## config.mk

```make
export PLATFORM = sky130hd
export DESIGN_NAME = itpj_top
export DESIGN_NICKNAME = d
export VERILOG_FILES = /design/src/itpj_pkg.sv /design/src/itpj_top.sv
export SDC_FILE = /design/constraint.sdc
export NUM_CORES = 1
export LEC_CHECK = 0
export BUFFER_PORTS_ARGS = -buffer_cell sky130_fd_sc_hd__buf_2
export CORE_ASPECT_RATIO = 2
export CORE_MARGIN = 5
export CORE_UTILIZATION = 56
export CTS_CLUSTER_DIAMETER = 80
export DETAILED_ROUTE_END_ITERATION = 12
export PLACE_DENSITY = 0.77
export SLEW_MARGIN = 10
export SYNTH_ARGS = -nofsm -noshare
export SYNTH_HDL_FRONTEND = slang
export SYNTH_SLANG_ARGS = --single-unit
```

## constraint.sdc

```tcl
create_clock -name sys_clk -period 4.5 [get_ports sys_clk]
set_clock_uncertainty 0.2 [all_clocks]
set_input_delay 0.9 -clock sys_clk [delete_from_list [all_inputs] [get_ports sys_clk]]
set_output_delay 0.9 -clock sys_clk [all_outputs]
set_load 0.005 [all_outputs]
```

## src/itpj_pkg.sv

```systemverilog
package itpj_pkg;
  // ==========================================================
  // register map (byte addresses)
  localparam logic [7:0] ITPJ_CTRL_ADDR    = 8'h00;
  localparam logic [7:0] ITPJ_HSIZE_ADDR   = 8'h04;
  localparam logic [7:0] ITPJ_VSIZE_ADDR   = 8'h08;
  localparam logic [7:0] ITPJ_HRAMP_ADDR   = 8'h0C;
  localparam logic [7:0] ITPJ_VRAMP_ADDR   = 8'h10;
  localparam logic [7:0] ITPJ_JIT_ADDR     = 8'h14;
  localparam logic [7:0] ITPJ_STAT_ADDR    = 8'h18;
  localparam logic [7:0] ITPJ_OFFS_ADDR    = 8'h1C;
  // ==========================================================
  // control and status bit positions
  localparam int ITPJ_B_INFORM   = 0;
  localparam int ITPJ_B_TESTPIC  = 1;
  localparam int ITPJ_B_ILACE    = 2;
  localparam int ITPJ_B_SWAP     = 3;
  localparam int ITPJ_B_BORDER   = 4;
  localparam int ITPJ_B_INVERT   = 5;
  localparam int ITPJ_B_HRAMP    = 8;
  localparam int ITPJ_B_VRAMP    = 11;
  localparam int ITPJ_B_JIT_EN   = 16;
  localparam int ITPJ_B_FIELD    = 1;
  localparam logic [31:0] ITPJ_CTRL_RST = 32'h0000_0000;
  localparam logic [31:0] ITPJ_ZERO     = 32'h0000_0000;
  localparam logic [1:0]  ITPJ_RESP_OK  = 2'h0;
  localparam logic [1:0]  ITPJ_RESP_ERR = 2'h2;
  localparam logic [7:0]  ITPJ_WHITE    = 8'hFF;
  localparam logic [11:0] ITPJ_ONE      = 12'h001;
  // ==========================================================
  typedef struct packed {
    logic [7:0] r;
    logic [7:0] g;
    logic [7:0] b;
  } itpj_pix_t;
  typedef struct packed {
    logic hsync;
    logic vsync;
    logic valid;
  } itpj_sync_t;
  typedef enum logic [1:0] {
    ITPJ_BUS_IDLE = 2'b00,
    ITPJ_BUS_RESP = 2'b01
  } itpj_bus_t;
endpackage

```

## src/itpj_top.sv

```systemverilog
// Our own choices: the AXI4-Lite register port and the register offsets.
`timescale 1ns/1ps
`default_nettype none
// Summary of operation
// - interlace: field polarity from per-frame line count
// - test picture sized by sample lengths plus blanking
// - totals set line period and frame height
// - sample offsets ignored in test mode
// - per-colour ramp enables gate each pattern
// - border enable drives all three colours
// - pixel is border plus horizontal plus vertical
// - invert bit-reverses every colour
// - horizontal on column, vertical on line
// - add increment every rise interval
// - nonzero fall position subtracts decrement, then alternates
// - colour arithmetic wraps, never saturates
// - jitter compares low two bits of line length
// - mismatch with previous line is one event
// - events accumulated per frame against limit
// - normal monitoring only inside sampled area
// - disabled interface monitors always
// - jitter irq has state, enable, clear
// - state set past limit, held to vsync
// - test mode forces generated pixels out
// - flag clears on write one to state bit
module itpj_top
  import itpj_pkg::*;
(
  // clock and reset
  input  wire logic                  sys_clk,
  input  wire logic                  reset,
  // axi4-lite slave
  input  wire logic [7:0]            s_axi_awaddr,
  input  wire logic                  s_axi_awvalid,
  output logic                       s_axi_awready,
  input  wire logic [31:0]           s_axi_wdata,
  input  wire logic [3:0]            s_axi_wstrb,
  input  wire logic                  s_axi_wvalid,
  output logic                       s_axi_wready,
  output logic [1:0]                 s_axi_bresp,
  output logic                       s_axi_bvalid,
  input  wire logic                  s_axi_bready,
  input  wire logic [7:0]            s_axi_araddr,
  input  wire logic                  s_axi_arvalid,
  output logic                       s_axi_arready,
  output logic [31:0]                s_axi_rdata,
  output logic [1:0]                 s_axi_rresp,
  output logic                       s_axi_rvalid,
  input  wire logic                  s_axi_rready,
  // sampled source
  input  wire itpj_pkg::itpj_pix_t   src_pix,
  input  wire itpj_pkg::itpj_sync_t  src_sync,
  // pixel stream out
  output itpj_pkg::itpj_pix_t        out_pix,
  output logic                       out_valid,
  output logic                       out_field,
  output logic                       jitter_irq
);
  import itpj_pkg::*;

  // ==========================================================
  // registers
  logic [31:0] ctrl_reg, hsize_reg, vsize_reg, hramp_reg, vramp_reg, jit_reg, offs_reg;
  logic        irq_state_reg;
  logic        field_reg;
  itpj_bus_t   wst_reg, rst_reg;
  logic        aw_got_reg, w_got_reg;
  logic [7:0]  awaddr_reg;
  logic [31:0] wdata_reg;
  logic [3:0]  wstrb_reg;
  logic        do_write;
  logic        clr_write;

  // ==========================================================
  // axi write path; address and data taken in either order
  assign s_axi_awready = (wst_reg == ITPJ_BUS_IDLE) && !aw_got_reg;
  assign s_axi_wready  = (wst_reg == ITPJ_BUS_IDLE) && !w_got_reg;
  assign s_axi_bvalid  = (wst_reg == ITPJ_BUS_RESP);
  assign do_write = (wst_reg == ITPJ_BUS_IDLE)
                    && (aw_got_reg || s_axi_awvalid) && (w_got_reg || s_axi_wvalid);

  logic [7:0]  wa;
  logic [31:0] wd;
  logic [3:0]  ws;
  assign wa = aw_got_reg ? awaddr_reg : s_axi_awaddr;
  assign wd = w_got_reg ? wdata_reg : s_axi_wdata;
  assign ws = w_got_reg ? wstrb_reg : s_axi_wstrb;

  function automatic logic [31:0] merge(input logic [31:0] o, input logic [31:0] n,
                                        input logic [3:0] s);
    logic [31:0] r;
    r = o;
    for (int i = 0; i < 4; i++)
    begin
      if (s[i])
        r[i*8 +: 8] = n[i*8 +: 8];
    end
    return r;
  endfunction

  always_ff @(posedge sys_clk)
  begin
    if (reset)
    begin
      wst_reg     <= ITPJ_BUS_IDLE;
      aw_got_reg  <= 1'b0;
      w_got_reg   <= 1'b0;
      awaddr_reg  <= 8'h00;
      wdata_reg   <= ITPJ_ZERO;
      wstrb_reg   <= 4'h0;
      s_axi_bresp <= ITPJ_RESP_OK;
    end
    else
    begin
      case (wst_reg)
        ITPJ_BUS_IDLE:
        begin
          if (do_write)
          begin
            wst_reg    <= ITPJ_BUS_RESP;
            aw_got_reg <= 1'b0;
            w_got_reg  <= 1'b0;
            s_axi_bresp <= (wa > ITPJ_OFFS_ADDR || wa[1:0] != 2'b00)
                           ? ITPJ_RESP_ERR : ITPJ_RESP_OK;
          end
          else
          begin
            if (s_axi_awvalid)
            begin
              aw_got_reg <= 1'b1;
              awaddr_reg <= s_axi_awaddr;
            end
            if (s_axi_wvalid)
            begin
              w_got_reg <= 1'b1;
              wdata_reg <= s_axi_wdata;
              wstrb_reg <= s_axi_wstrb;
            end
          end
        end
        ITPJ_BUS_RESP:
        begin
          if (s_axi_bready)
            wst_reg <= ITPJ_BUS_IDLE;
        end
        default: wst_reg <= ITPJ_BUS_IDLE;
      endcase
    end
  end

  always_ff @(posedge sys_clk)
  begin
    if (reset)
    begin
      ctrl_reg  <= ITPJ_CTRL_RST;
      hsize_reg <= ITPJ_ZERO;
      vsize_reg <= ITPJ_ZERO;
      hramp_reg <= ITPJ_ZERO;
      vramp_reg <= ITPJ_ZERO;
      jit_reg   <= ITPJ_ZERO;
      offs_reg  <= ITPJ_ZERO;
    end
    else if (do_write)
    begin
      case (wa)
        ITPJ_CTRL_ADDR:  ctrl_reg  <= merge(ctrl_reg, wd, ws);
        ITPJ_HSIZE_ADDR: hsize_reg <= merge(hsize_reg, wd, ws);
        ITPJ_VSIZE_ADDR: vsize_reg <= merge(vsize_reg, wd, ws);
        ITPJ_HRAMP_ADDR: hramp_reg <= merge(hramp_reg, wd, ws);
        ITPJ_VRAMP_ADDR: vramp_reg <= merge(vramp_reg, wd, ws);
        ITPJ_JIT_ADDR:   jit_reg   <= merge(jit_reg, wd, ws);
        ITPJ_OFFS_ADDR:  offs_reg  <= merge(offs_reg, wd, ws);
        default: ;
      endcase
    end
  end
  assign clr_write = do_write && (wa == ITPJ_STAT_ADDR) && ws[0] && wd[0];

  // ==========================================================
  // axi read path
  assign s_axi_arready = (rst_reg == ITPJ_BUS_IDLE);
  assign s_axi_rvalid  = (rst_reg == ITPJ_BUS_RESP);
  logic [31:0] stat_word;
  logic        irq_en;
  assign irq_en    = ctrl_reg[ITPJ_B_JIT_EN];
  assign stat_word = {30'h0000_0000, field_reg, irq_state_reg & irq_en};

  always_ff @(posedge sys_clk)
  begin
    if (reset)
    begin
      rst_reg     <= ITPJ_BUS_IDLE;
      s_axi_rdata <= ITPJ_ZERO;
      s_axi_rresp <= ITPJ_RESP_OK;
    end
    else
    begin
      case (rst_reg)
        ITPJ_BUS_IDLE:
        begin
          if (s_axi_arvalid)
          begin
            rst_reg     <= ITPJ_BUS_RESP;
            s_axi_rresp <= ITPJ_RESP_OK;
            case (s_axi_araddr)
              ITPJ_CTRL_ADDR:  s_axi_rdata <= ctrl_reg;
              ITPJ_HSIZE_ADDR: s_axi_rdata <= hsize_reg;
              ITPJ_VSIZE_ADDR: s_axi_rdata <= vsize_reg;
              ITPJ_HRAMP_ADDR: s_axi_rdata <= hramp_reg;
              ITPJ_VRAMP_ADDR: s_axi_rdata <= vramp_reg;
              ITPJ_JIT_ADDR:   s_axi_rdata <= jit_reg;
              ITPJ_STAT_ADDR:  s_axi_rdata <= stat_word;
              ITPJ_OFFS_ADDR:  s_axi_rdata <= offs_reg;
              default:
              begin
                s_axi_rdata <= ITPJ_ZERO;
                s_axi_rresp <= ITPJ_RESP_ERR;
              end
            endcase
          end
        end
        ITPJ_BUS_RESP:
        begin
          if (s_axi_rready)
            rst_reg <= ITPJ_BUS_IDLE;
        end
        default: rst_reg <= ITPJ_BUS_IDLE;
      endcase
    end
  end

  // ==========================================================
  // register fields
  logic        in_form_on, test_on, ilace_on, swap, border_on, invert;
  logic [2:0]  hramp_en, vramp_en;
  logic [11:0] h_len, h_total, v_len, v_total, v_off;
  assign in_form_on = ctrl_reg[ITPJ_B_INFORM];
  assign test_on    = ctrl_reg[ITPJ_B_TESTPIC];
  assign ilace_on   = ctrl_reg[ITPJ_B_ILACE];
  assign swap       = ctrl_reg[ITPJ_B_SWAP];
  assign border_on  = ctrl_reg[ITPJ_B_BORDER];
  assign invert     = ctrl_reg[ITPJ_B_INVERT];
  assign hramp_en   = ctrl_reg[ITPJ_B_HRAMP +: 3];
  assign vramp_en   = ctrl_reg[ITPJ_B_VRAMP +: 3];
  assign h_len   = hsize_reg[11:0];
  assign h_total = hsize_reg[27:16];
  assign v_len   = vsize_reg[11:0];
  assign v_total = vsize_reg[27:16];
  assign v_off   = offs_reg[27:16];

  // ==========================================================
  // test picture timing; offsets deliberately unused here
  logic [11:0] col_reg, row_reg;
  logic        g_vs, g_act;
  always_ff @(posedge sys_clk)
  begin
    if (reset || !test_on)
    begin
      col_reg <= 12'h000;
      row_reg <= 12'h000;
    end
    else if (col_reg + ITPJ_ONE >= h_total)
    begin
      col_reg <= 12'h000;
      row_reg <= (row_reg + ITPJ_ONE >= v_total) ? 12'h000 : row_reg + ITPJ_ONE;
    end
    else
      col_reg <= col_reg + ITPJ_ONE;
  end
  assign g_act = (col_reg < h_len) && (row_reg < v_len);
  assign g_vs  = (row_reg == 12'h000) && (col_reg == 12'h000);

  // ==========================================================
  // ramp and ripple, one engine per axis
  logic [7:0] ramp_val [2];
  logic        rst_axis [2];
  assign rst_axis[0] = (col_reg == 12'h000);
  assign rst_axis[1] = g_vs;
  generate
    for (genvar a = 0; a < 2; a++)
    begin : g_axis
      logic [31:0] cfg;
      logic [7:0]  cnt_reg, colour_reg;
      logic        fall_reg;
      logic [7:0]  rise_iv, fall_pos, inc, dec;
      logic        adv;
      assign cfg      = (a == 0) ? hramp_reg : vramp_reg;
      assign rise_iv  = cfg[7:0];
      assign fall_pos = cfg[15:8];
      assign inc      = cfg[23:16];
      assign dec      = cfg[31:24];
      // vertical engine steps once per line only
      assign adv = (a == 0) ? 1'b1 : (col_reg == 12'h000);
      always_ff @(posedge sys_clk)
      begin
        if (reset || rst_axis[a] && (a == 0 || g_vs))
        begin
          cnt_reg    <= 8'h00;
          colour_reg <= 8'h00;
          fall_reg   <= 1'b0;
        end
        else if (adv)
        begin
          if (!fall_reg && cnt_reg + 8'h01 >= rise_iv)
          begin
            colour_reg <= colour_reg + inc;
            cnt_reg    <= 8'h00;
            fall_reg   <= (fall_pos != 8'h00);
          end
          else if (fall_reg && cnt_reg + 8'h01 >= fall_pos)
          begin
            colour_reg <= colour_reg - dec;
            cnt_reg    <= 8'h00;
            fall_reg   <= 1'b0;
          end
          else
            cnt_reg <= cnt_reg + 8'h01;
        end
      end
      assign ramp_val[a] = colour_reg;
    end
  endgenerate

  // ==========================================================
  // colour sum, one per component
  logic [7:0] gen_c [3];
  logic       border_px;
  assign border_px = border_on && (col_reg == 12'h000 || row_reg == 12'h000
                     || col_reg + ITPJ_ONE == h_len || row_reg + ITPJ_ONE == v_len);
  generate
    for (genvar c = 0; c < 3; c++)
    begin : g_col
      logic [7:0] sum;
      logic [7:0] rev;
      assign sum = (border_px ? ITPJ_WHITE : 8'h00)
                   + (hramp_en[c] ? ramp_val[0] : 8'h00)
                   + (vramp_en[c] ? ramp_val[1] : 8'h00);
      // streaming result needs its own net before it may feed a mux
      assign rev      = {<<{sum}};
      assign gen_c[c] = invert ? rev : sum;
    end
  endgenerate

  // ==========================================================
  // source sync pins pass three flops
  itpj_sync_t s1_reg, s2_reg, s3_reg;
  itpj_pix_t  p1_reg, p2_reg;
  always_ff @(posedge sys_clk)
  begin
    if (reset)
    begin
      s1_reg <= '0;
      s2_reg <= '0;
      s3_reg <= '0;
      p1_reg <= '0;
      p2_reg <= '0;
    end
    else
    begin
      s1_reg <= src_sync;
      s2_reg <= s1_reg;
      s3_reg <= s2_reg;
      p1_reg <= src_pix;
      p2_reg <= p1_reg;
    end
  end
  logic hs_rise, vs_rise;
  assign hs_rise = s2_reg.hsync && !s3_reg.hsync;
  assign vs_rise = s2_reg.vsync && !s3_reg.vsync;

  // ==========================================================
  // pixel output
  always_ff @(posedge sys_clk)
  begin
    if (reset)
    begin
      out_pix   <= '0;
      out_valid <= 1'b0;
    end
    else if (test_on)
    begin
      out_pix   <= '{r: gen_c[2], g: gen_c[1], b: gen_c[0]};
      out_valid <= g_act;
    end
    else
    begin
      out_pix   <= p2_reg;
      out_valid <= in_form_on && s2_reg.valid;
    end
  end

  // ==========================================================
  // field identification by comparing line count with the previous frame's
  logic [11:0] lines_reg, prev_lines_reg;
  always_ff @(posedge sys_clk)
  begin
    if (reset)
    begin
      lines_reg      <= 12'h000;
      prev_lines_reg <= 12'h000;
      field_reg      <= 1'b0;
    end
    else if (vs_rise)
    begin
      lines_reg      <= 12'h000;
      prev_lines_reg <= lines_reg;
      // even field is the longer one unless swapped
      if (ilace_on)
        field_reg <= (lines_reg > prev_lines_reg) ^ swap;
    end
    else if (hs_rise)
      lines_reg <= lines_reg + ITPJ_ONE;
  end
  assign out_field = field_reg;

  // ==========================================================
  // hsync jitter detector
  logic [1:0]  llen_reg, plen_reg;
  logic [7:0]  jcnt_reg;
  logic        in_area, mon, jit_ev;
  assign in_area = (lines_reg >= v_off) && (lines_reg < v_off + v_len);
  assign mon     = !in_form_on || in_area;
  assign jit_ev  = hs_rise && mon && (llen_reg != plen_reg);
  always_ff @(posedge sys_clk)
  begin
    if (reset)
    begin
      llen_reg <= 2'b00;
      plen_reg <= 2'b00;
    end
    else if (hs_rise)
    begin
      llen_reg <= 2'b01;
      plen_reg <= llen_reg;
    end
    else
      llen_reg <= llen_reg + 2'b01;
  end
  always_ff @(posedge sys_clk)
  begin
    if (reset || vs_rise)
      jcnt_reg <= 8'h00;
    else if (jit_ev && jcnt_reg != 8'hFF)
      jcnt_reg <= jcnt_reg + 8'h01;
  end
  always_ff @(posedge sys_clk)
  begin
    if (reset)
      irq_state_reg <= 1'b0;
    else if (jcnt_reg > jit_reg[7:0] && !vs_rise)
      irq_state_reg <= 1'b1; // set wins over clear; vsync always ends the frame's level
    else if (vs_rise || clr_write)
      irq_state_reg <= 1'b0;
  end
  assign jitter_irq = irq_state_reg && irq_en;

  // ==========================================================
  // checks
  property p_irq_set;
    @(posedge sys_clk) disable iff (reset)
      (jcnt_reg > jit_reg[7:0] && !vs_rise) |=> irq_state_reg;
  endproperty
  a_irq_set: assert property (p_irq_set) else $error("jitter state not set");
  property p_vs_clr;
    @(posedge sys_clk) disable iff (reset) vs_rise |=> !irq_state_reg;
  endproperty
  a_vs_clr: assert property (p_vs_clr) else $error("jitter state kept past vsync");
  property p_irq_mask;
    @(posedge sys_clk) disable iff (reset) !irq_en |-> !jitter_irq;
  endproperty
  a_irq_mask: assert property (p_irq_mask) else $error("masked irq seen");
  property p_clr;
    @(posedge sys_clk) disable iff (reset)
      (clr_write && jcnt_reg <= jit_reg[7:0]) |=> !irq_state_reg;
  endproperty
  a_clr: assert property (p_clr) else $error("clear ignored");
  property p_acc_rst;
    @(posedge sys_clk) disable iff (reset) vs_rise |=> jcnt_reg == 8'h00;
  endproperty
  a_acc_rst: assert property (p_acc_rst) else $error("accumulator not cleared");
  property p_ev_cnt;
    @(posedge sys_clk) disable iff (reset)
      (jit_ev && !vs_rise && jcnt_reg < 8'hFF) |=> jcnt_reg == $past(jcnt_reg) + 8'h01;
  endproperty
  a_ev_cnt: assert property (p_ev_cnt) else $error("event not counted");
  property p_test_out;
    @(posedge sys_clk) disable iff (reset)
      (test_on && g_act) |=> out_valid && out_pix.r == $past(gen_c[2]);
  endproperty
  a_test_out: assert property (p_test_out) else $error("generated pixel missing");
  property p_total;
    @(posedge sys_clk) disable iff (reset)
      (test_on && $past(test_on) && h_total > 12'h001 && col_reg + ITPJ_ONE >= h_total)
      |=> col_reg == 12'h000;
  endproperty
  a_total: assert property (p_total) else $error("line total wrong");
  property p_blank;
    @(posedge sys_clk) disable iff (reset)
      (test_on && col_reg >= h_len) |=> !out_valid;
  endproperty
  a_blank: assert property (p_blank) else $error("blank marked active");
  property p_inv;
    @(posedge sys_clk) disable iff (reset)
      (!invert && !border_px && hramp_en == 3'b000 && vramp_en == 3'b000) |-> gen_c[0] == 8'h00;
  endproperty
  a_inv: assert property (p_inv) else $error("disabled pattern leaks");
  c_irq: cover property (@(posedge sys_clk) disable iff (reset) $rose(jitter_irq));
  c_test: cover property (@(posedge sys_clk) disable iff (reset) test_on && g_act);
  c_field: cover property (@(posedge sys_clk) disable iff (reset) $rose(field_reg));
endmodule
`default_nettype wire

```

==> run summary <==
Dividing the final minimum period by the clock period gives 1.04. The post-detailed-routing wire length came out at 83600 um. The core region area is 0.0449 mm^2. Among all flip-flop cells after synthesis, the most frequent one is sky130_fd_sc_hd__dfxtp_1.

On the worst path, the slowest cell contributes a delay of 0.47 ns. The ratio of cells with drive above 1 in the final layout is 0.204. The tightest min-delay check is of the reg2reg type. The number of hold violations in the final report came to 0. Synthesis handed over a netlist of 2955 instances. The number of buffer cells added on primary ports is 151. The first detailed-routing pass ran for 5 iterations.

The initial antenna violation count is 1. The initial utilization of the core area, before any placement, comes to 0.565. The total number of H-tree levels came out at 2. The maximum number of buffers from clock root to sink came out at 3.

The number of DRC markers after the initial detailed-route iteration came out at 1615. After detailed routing, the average wire length per cell comes to 21.9 um. The checks that failed: negative setup slack. The signal on the critical path passes through ha_4 -> and3_4 -> buf_6 -> nand2_4 -> a31oi_4 -> a211oi_2 -> nor4_2 -> o211ai_1 -> o311a_4 -> buf_6 -> fa_1 -> inv_1 -> ha_2 -> inv_2 -> fa_2 -> inv_2 -> a21oi_2 -> o21bai_1 -> a21o_1 -> a21oi_2 -> xnor2_2 -> xnor2_2 -> o221ai_1. The flow ran to the end, but the final reports show violations. Setup violations remaining at the end of the flow were counted as 9. The fraction of post-synthesis cell area in the top cell type by area is 0.382. The maximum number of pins on one net before global-route repair came out at 134. The number of buffers added by the clock tree synthesis step is 44. Sorting the synthesized cells by area gives the leading types as sky130_fd_sc_hd__dfxtp_1 (38%), sky130_fd_sc_hd__ha_1 (8.7%), sky130_fd_sc_hd__a211oi_1 (7.2%), sky130_fd_sc_hd__nor2_1 (6.3%), sky130_fd_sc_hd__nand2_1 (4.0%). The required time of the worst setup path came out at 4.73 ns. Data on the critical path arrives at its endpoint at 4.93 ns. The post-synthesis cell area came out at 0.0253 mm^2. The critical path is of the reg2reg type. The library cell used most frequently in the layout, excluding fill and tap cells, is sky130_fd_sc_hd__dfxtp_1. The number of violations of the max-capacitance limit is 0.

The least setup slack across all paths after layout came out at -0.197 ns. Setup repair after global routing could not meet its margin everywhere. The worst supply voltage drop on vdd is 0.336 mV. The total vias in the final route came out at 22948. The overall die height came out at 311 um.

In this run the horizontal extent of the chip is 160 um. The clock tree from TritonCTS is done. The global-route wire length before repair came out at 128000 um. Clock-pin slew was measured on the worst setup and hold paths at 0.07 ns. The final weighted congestion in routability-driven placement is 1.01. Pin placement for this block handled 154 I/O pins. The remaining number of nets flagged by the antenna check after routing came out at 0. The number of global-route vias before repair came to 23231.

Row generation in the floorplan step produced 110 rows. The global routing usage summed across all routing layers is 0.323. The count of flip-flops with a built-in enable after synthesis is 0. The maximum clock frequency came out at 213 MHz. The number of buffers and inverters on the critical path is 5. After layout, the design draws a total of 8.84 mW.

In the layout the commonest cells are sky130_fd_sc_hd__dfxtp_1 (470), sky130_fd_sc_hd__nor2_1 (418), sky130_fd_sc_hd__nand2_1 (268), sky130_fd_sc_hd__a211oi_1 (235), sky130_fd_sc_hd__buf_4 (207). Dividing the detail-routed via count by the number of cells gives 6.01. The time the worst path needs with I/O delays and setup came out at 4.70 ns. The post-route non-filler standard cell count is 3819. Final hold analysis gives a worst-case slack of 0.243 ns. The clock latency on the worst-skew pair is 0.59 ns. The full die area is 0.0499 mm^2. The total grt overflow came out at 0.

The critical-path maximum fanout came out at 5. The yosys synthesis warning count is 0. The number of flip-flops under the largest register name came out at 64.

The leakage power is 11.9 nW. The worst relative slew slack is 0.0949. The net count of the finished layout came out at 3513.

Summed over all instances, the cell type with the most area after synthesis is sky130_fd_sc_hd__dfxtp_1. For this run, the register share of the synthesized area comes to 0.382. The count of cell types in the netlist is 74. The final count of pins violating max slew came out at 0. The worst setup path is launched from a register. Counting every sink on the clock net gives 483.

The cell class contributing the biggest share of worst-path delay is compound AO/OA/AOI/OAI gates. The detailed placement HPWL is 62800 um. A synthesized cell averages 8.58 um^2. In this run the power density over the cells is 291 mW/mm^2. The placed cell count came out at 3712.

The area growth from synthesis to layout is 19.9%. The transition time of the tightest slew-check pin came out at 1.32 ns. After synthesis the netlist holds a flip-flop and latch count of 483. The async set or reset register ratio after synthesis is 0. STA classifies the critical path endpoint as a register.

The post-route DRC violation count came out at 0. The cell at the slowest stage of the critical path is sky130_fd_sc_hd__o311a_4. The clock root buffer is sky130_fd_sc_hd__clkbuf_16.
==> through the flow <==
| stage | utilization | setup WS (ns) | setup TNS, ns | cell area (um^2) |
|---|---|---|---|---|
| finish | 0.677 | -0.197 | -0.701 | 30400 |
| floorplan | - | -0.000892 | -0.000892 | 25400 |
| CTS | 0.663 | -0.142 | -0.743 | 29700 |
| global route | 0.677 | -0.372 | -4.36 | 30400 |
| global placement | 0.620 | -0.324 | -4.61 | 27800 |
| detailed placement | 0.620 | -0.409 | -7.32 | 27800 |
==> what timing repair did <==
action,CTS,global route
setup endpoints to repair,36,37
resized for setup,79,111
cloned,1,0
hold buffers,0,0
buffers inserted,12,17
pin swaps,68,81
==> worst paths after layout <==
kind / from / end / cells past startpoint / slack (ns)
max: row_reg[1] / out_pix[7] / 23 / -0.20
min reg2reg: p1_reg[9] / p2_reg[9] / 1 / 0.24
max reg2reg: row_reg[1] / out_pix[7] / 23 / -0.20
min: p1_reg[9] / p2_reg[9] / 1 / 0.24
==> worst reg2reg max path, delay by kind of cell (launching register included) <==
kind                       cells  cell delay [ns]
AOI/OAI and AO/OA              9             1.52
adders and majority gates      4             1.12
and+or+nand+nor                3             0.53
buffers and inverters          5             0.44
DFF                            1             0.39
xor gates and xnor gates       2             0.35
==> cell usage after synthesis, types with 27 or more instances <==
cell and count:
sky130_fd_sc_hd__clkbuf_1 134, sky130_fd_sc_hd__nand2b_1 28, sky130_fd_sc_hd__xnor2_1 67, sky130_fd_sc_hd__nand2_1 270
sky130_fd_sc_hd__a211oi_1 243, sky130_fd_sc_hd__a21oi_1 202, sky130_fd_sc_hd__a21o_1 37, sky130_fd_sc_hd__nor2_1 425
sky130_fd_sc_hd__fa_1 27, sky130_fd_sc_hd__inv_1 180, sky130_fd_sc_hd__nand3_1 46, sky130_fd_sc_hd__dfxtp_1 483
sky130_fd_sc_hd__mux2i_1 90, sky130_fd_sc_hd__nor3_1 41, sky130_fd_sc_hd__nor2b_1 79, sky130_fd_sc_hd__o21ai_0 81
sky130_fd_sc_hd__a221oi_1 29, sky130_fd_sc_hd__ha_1 176, sky130_fd_sc_hd__xor2_1 49
==> power by group <==
part | total (mW) | switching (mW) | internal, mW | leakage (nW)
Combinational | 0.565 | 0.380 | 0.185 | 7.26
Sequential | 4.39 | 0.0482 | 4.35 | 3.92
Clock | 3.88 | 1.72 | 2.16 | 0.727
Total | 8.84 | 2.15 | 6.69 | 11.9
==> metal layers <==
| metal | GRT usage | routed length, um | up-vias |
|---|---|---|---|
| li1 | - | - | 10830 |
| met2 | 0.576 | 42600 | 893 |
| met1 | 0.328 | 28100 | 10888 |
| met4 | 0.267 | 8280 | 0 |
| met3 | 0.0484 | 4630 | 337 |
| met5 | 0 | 0 | - |
==> final cells by class <==
cell class | count | area, um^2
multi-input combinational | 2136 | 15200
tap | 560 | 701
antenna | 2 | 5.00
fill | 3562 | 14500
clock buffer | 62 | 1270
timing repair buffer | 377 | 2590
sequential | 483 | 9700
inverter | 182 | 698
clock inverter | 17 | 205
==> cells by family (layout without fill, tap and decap cells) <==
logic type / Yosys count / count (layout) / synth area share
buffers and inverters: 338 / 638 / 0.0512
other: 1 / 4 / 0.000148
multiplexers: 126 / 126 / 0.0595
AO/OA/AOI/OAI: 687 / 688 / 0.180
adder cells (fa/ha/maj): 203 / 203 / 0.108
flip-flops: 483 / 483 / 0.382
AND/OR/NAND/NOR: 996 / 996 / 0.176
XOR/XNOR: 121 / 121 / 0.0437
Power figures use the tool's default switching activity.
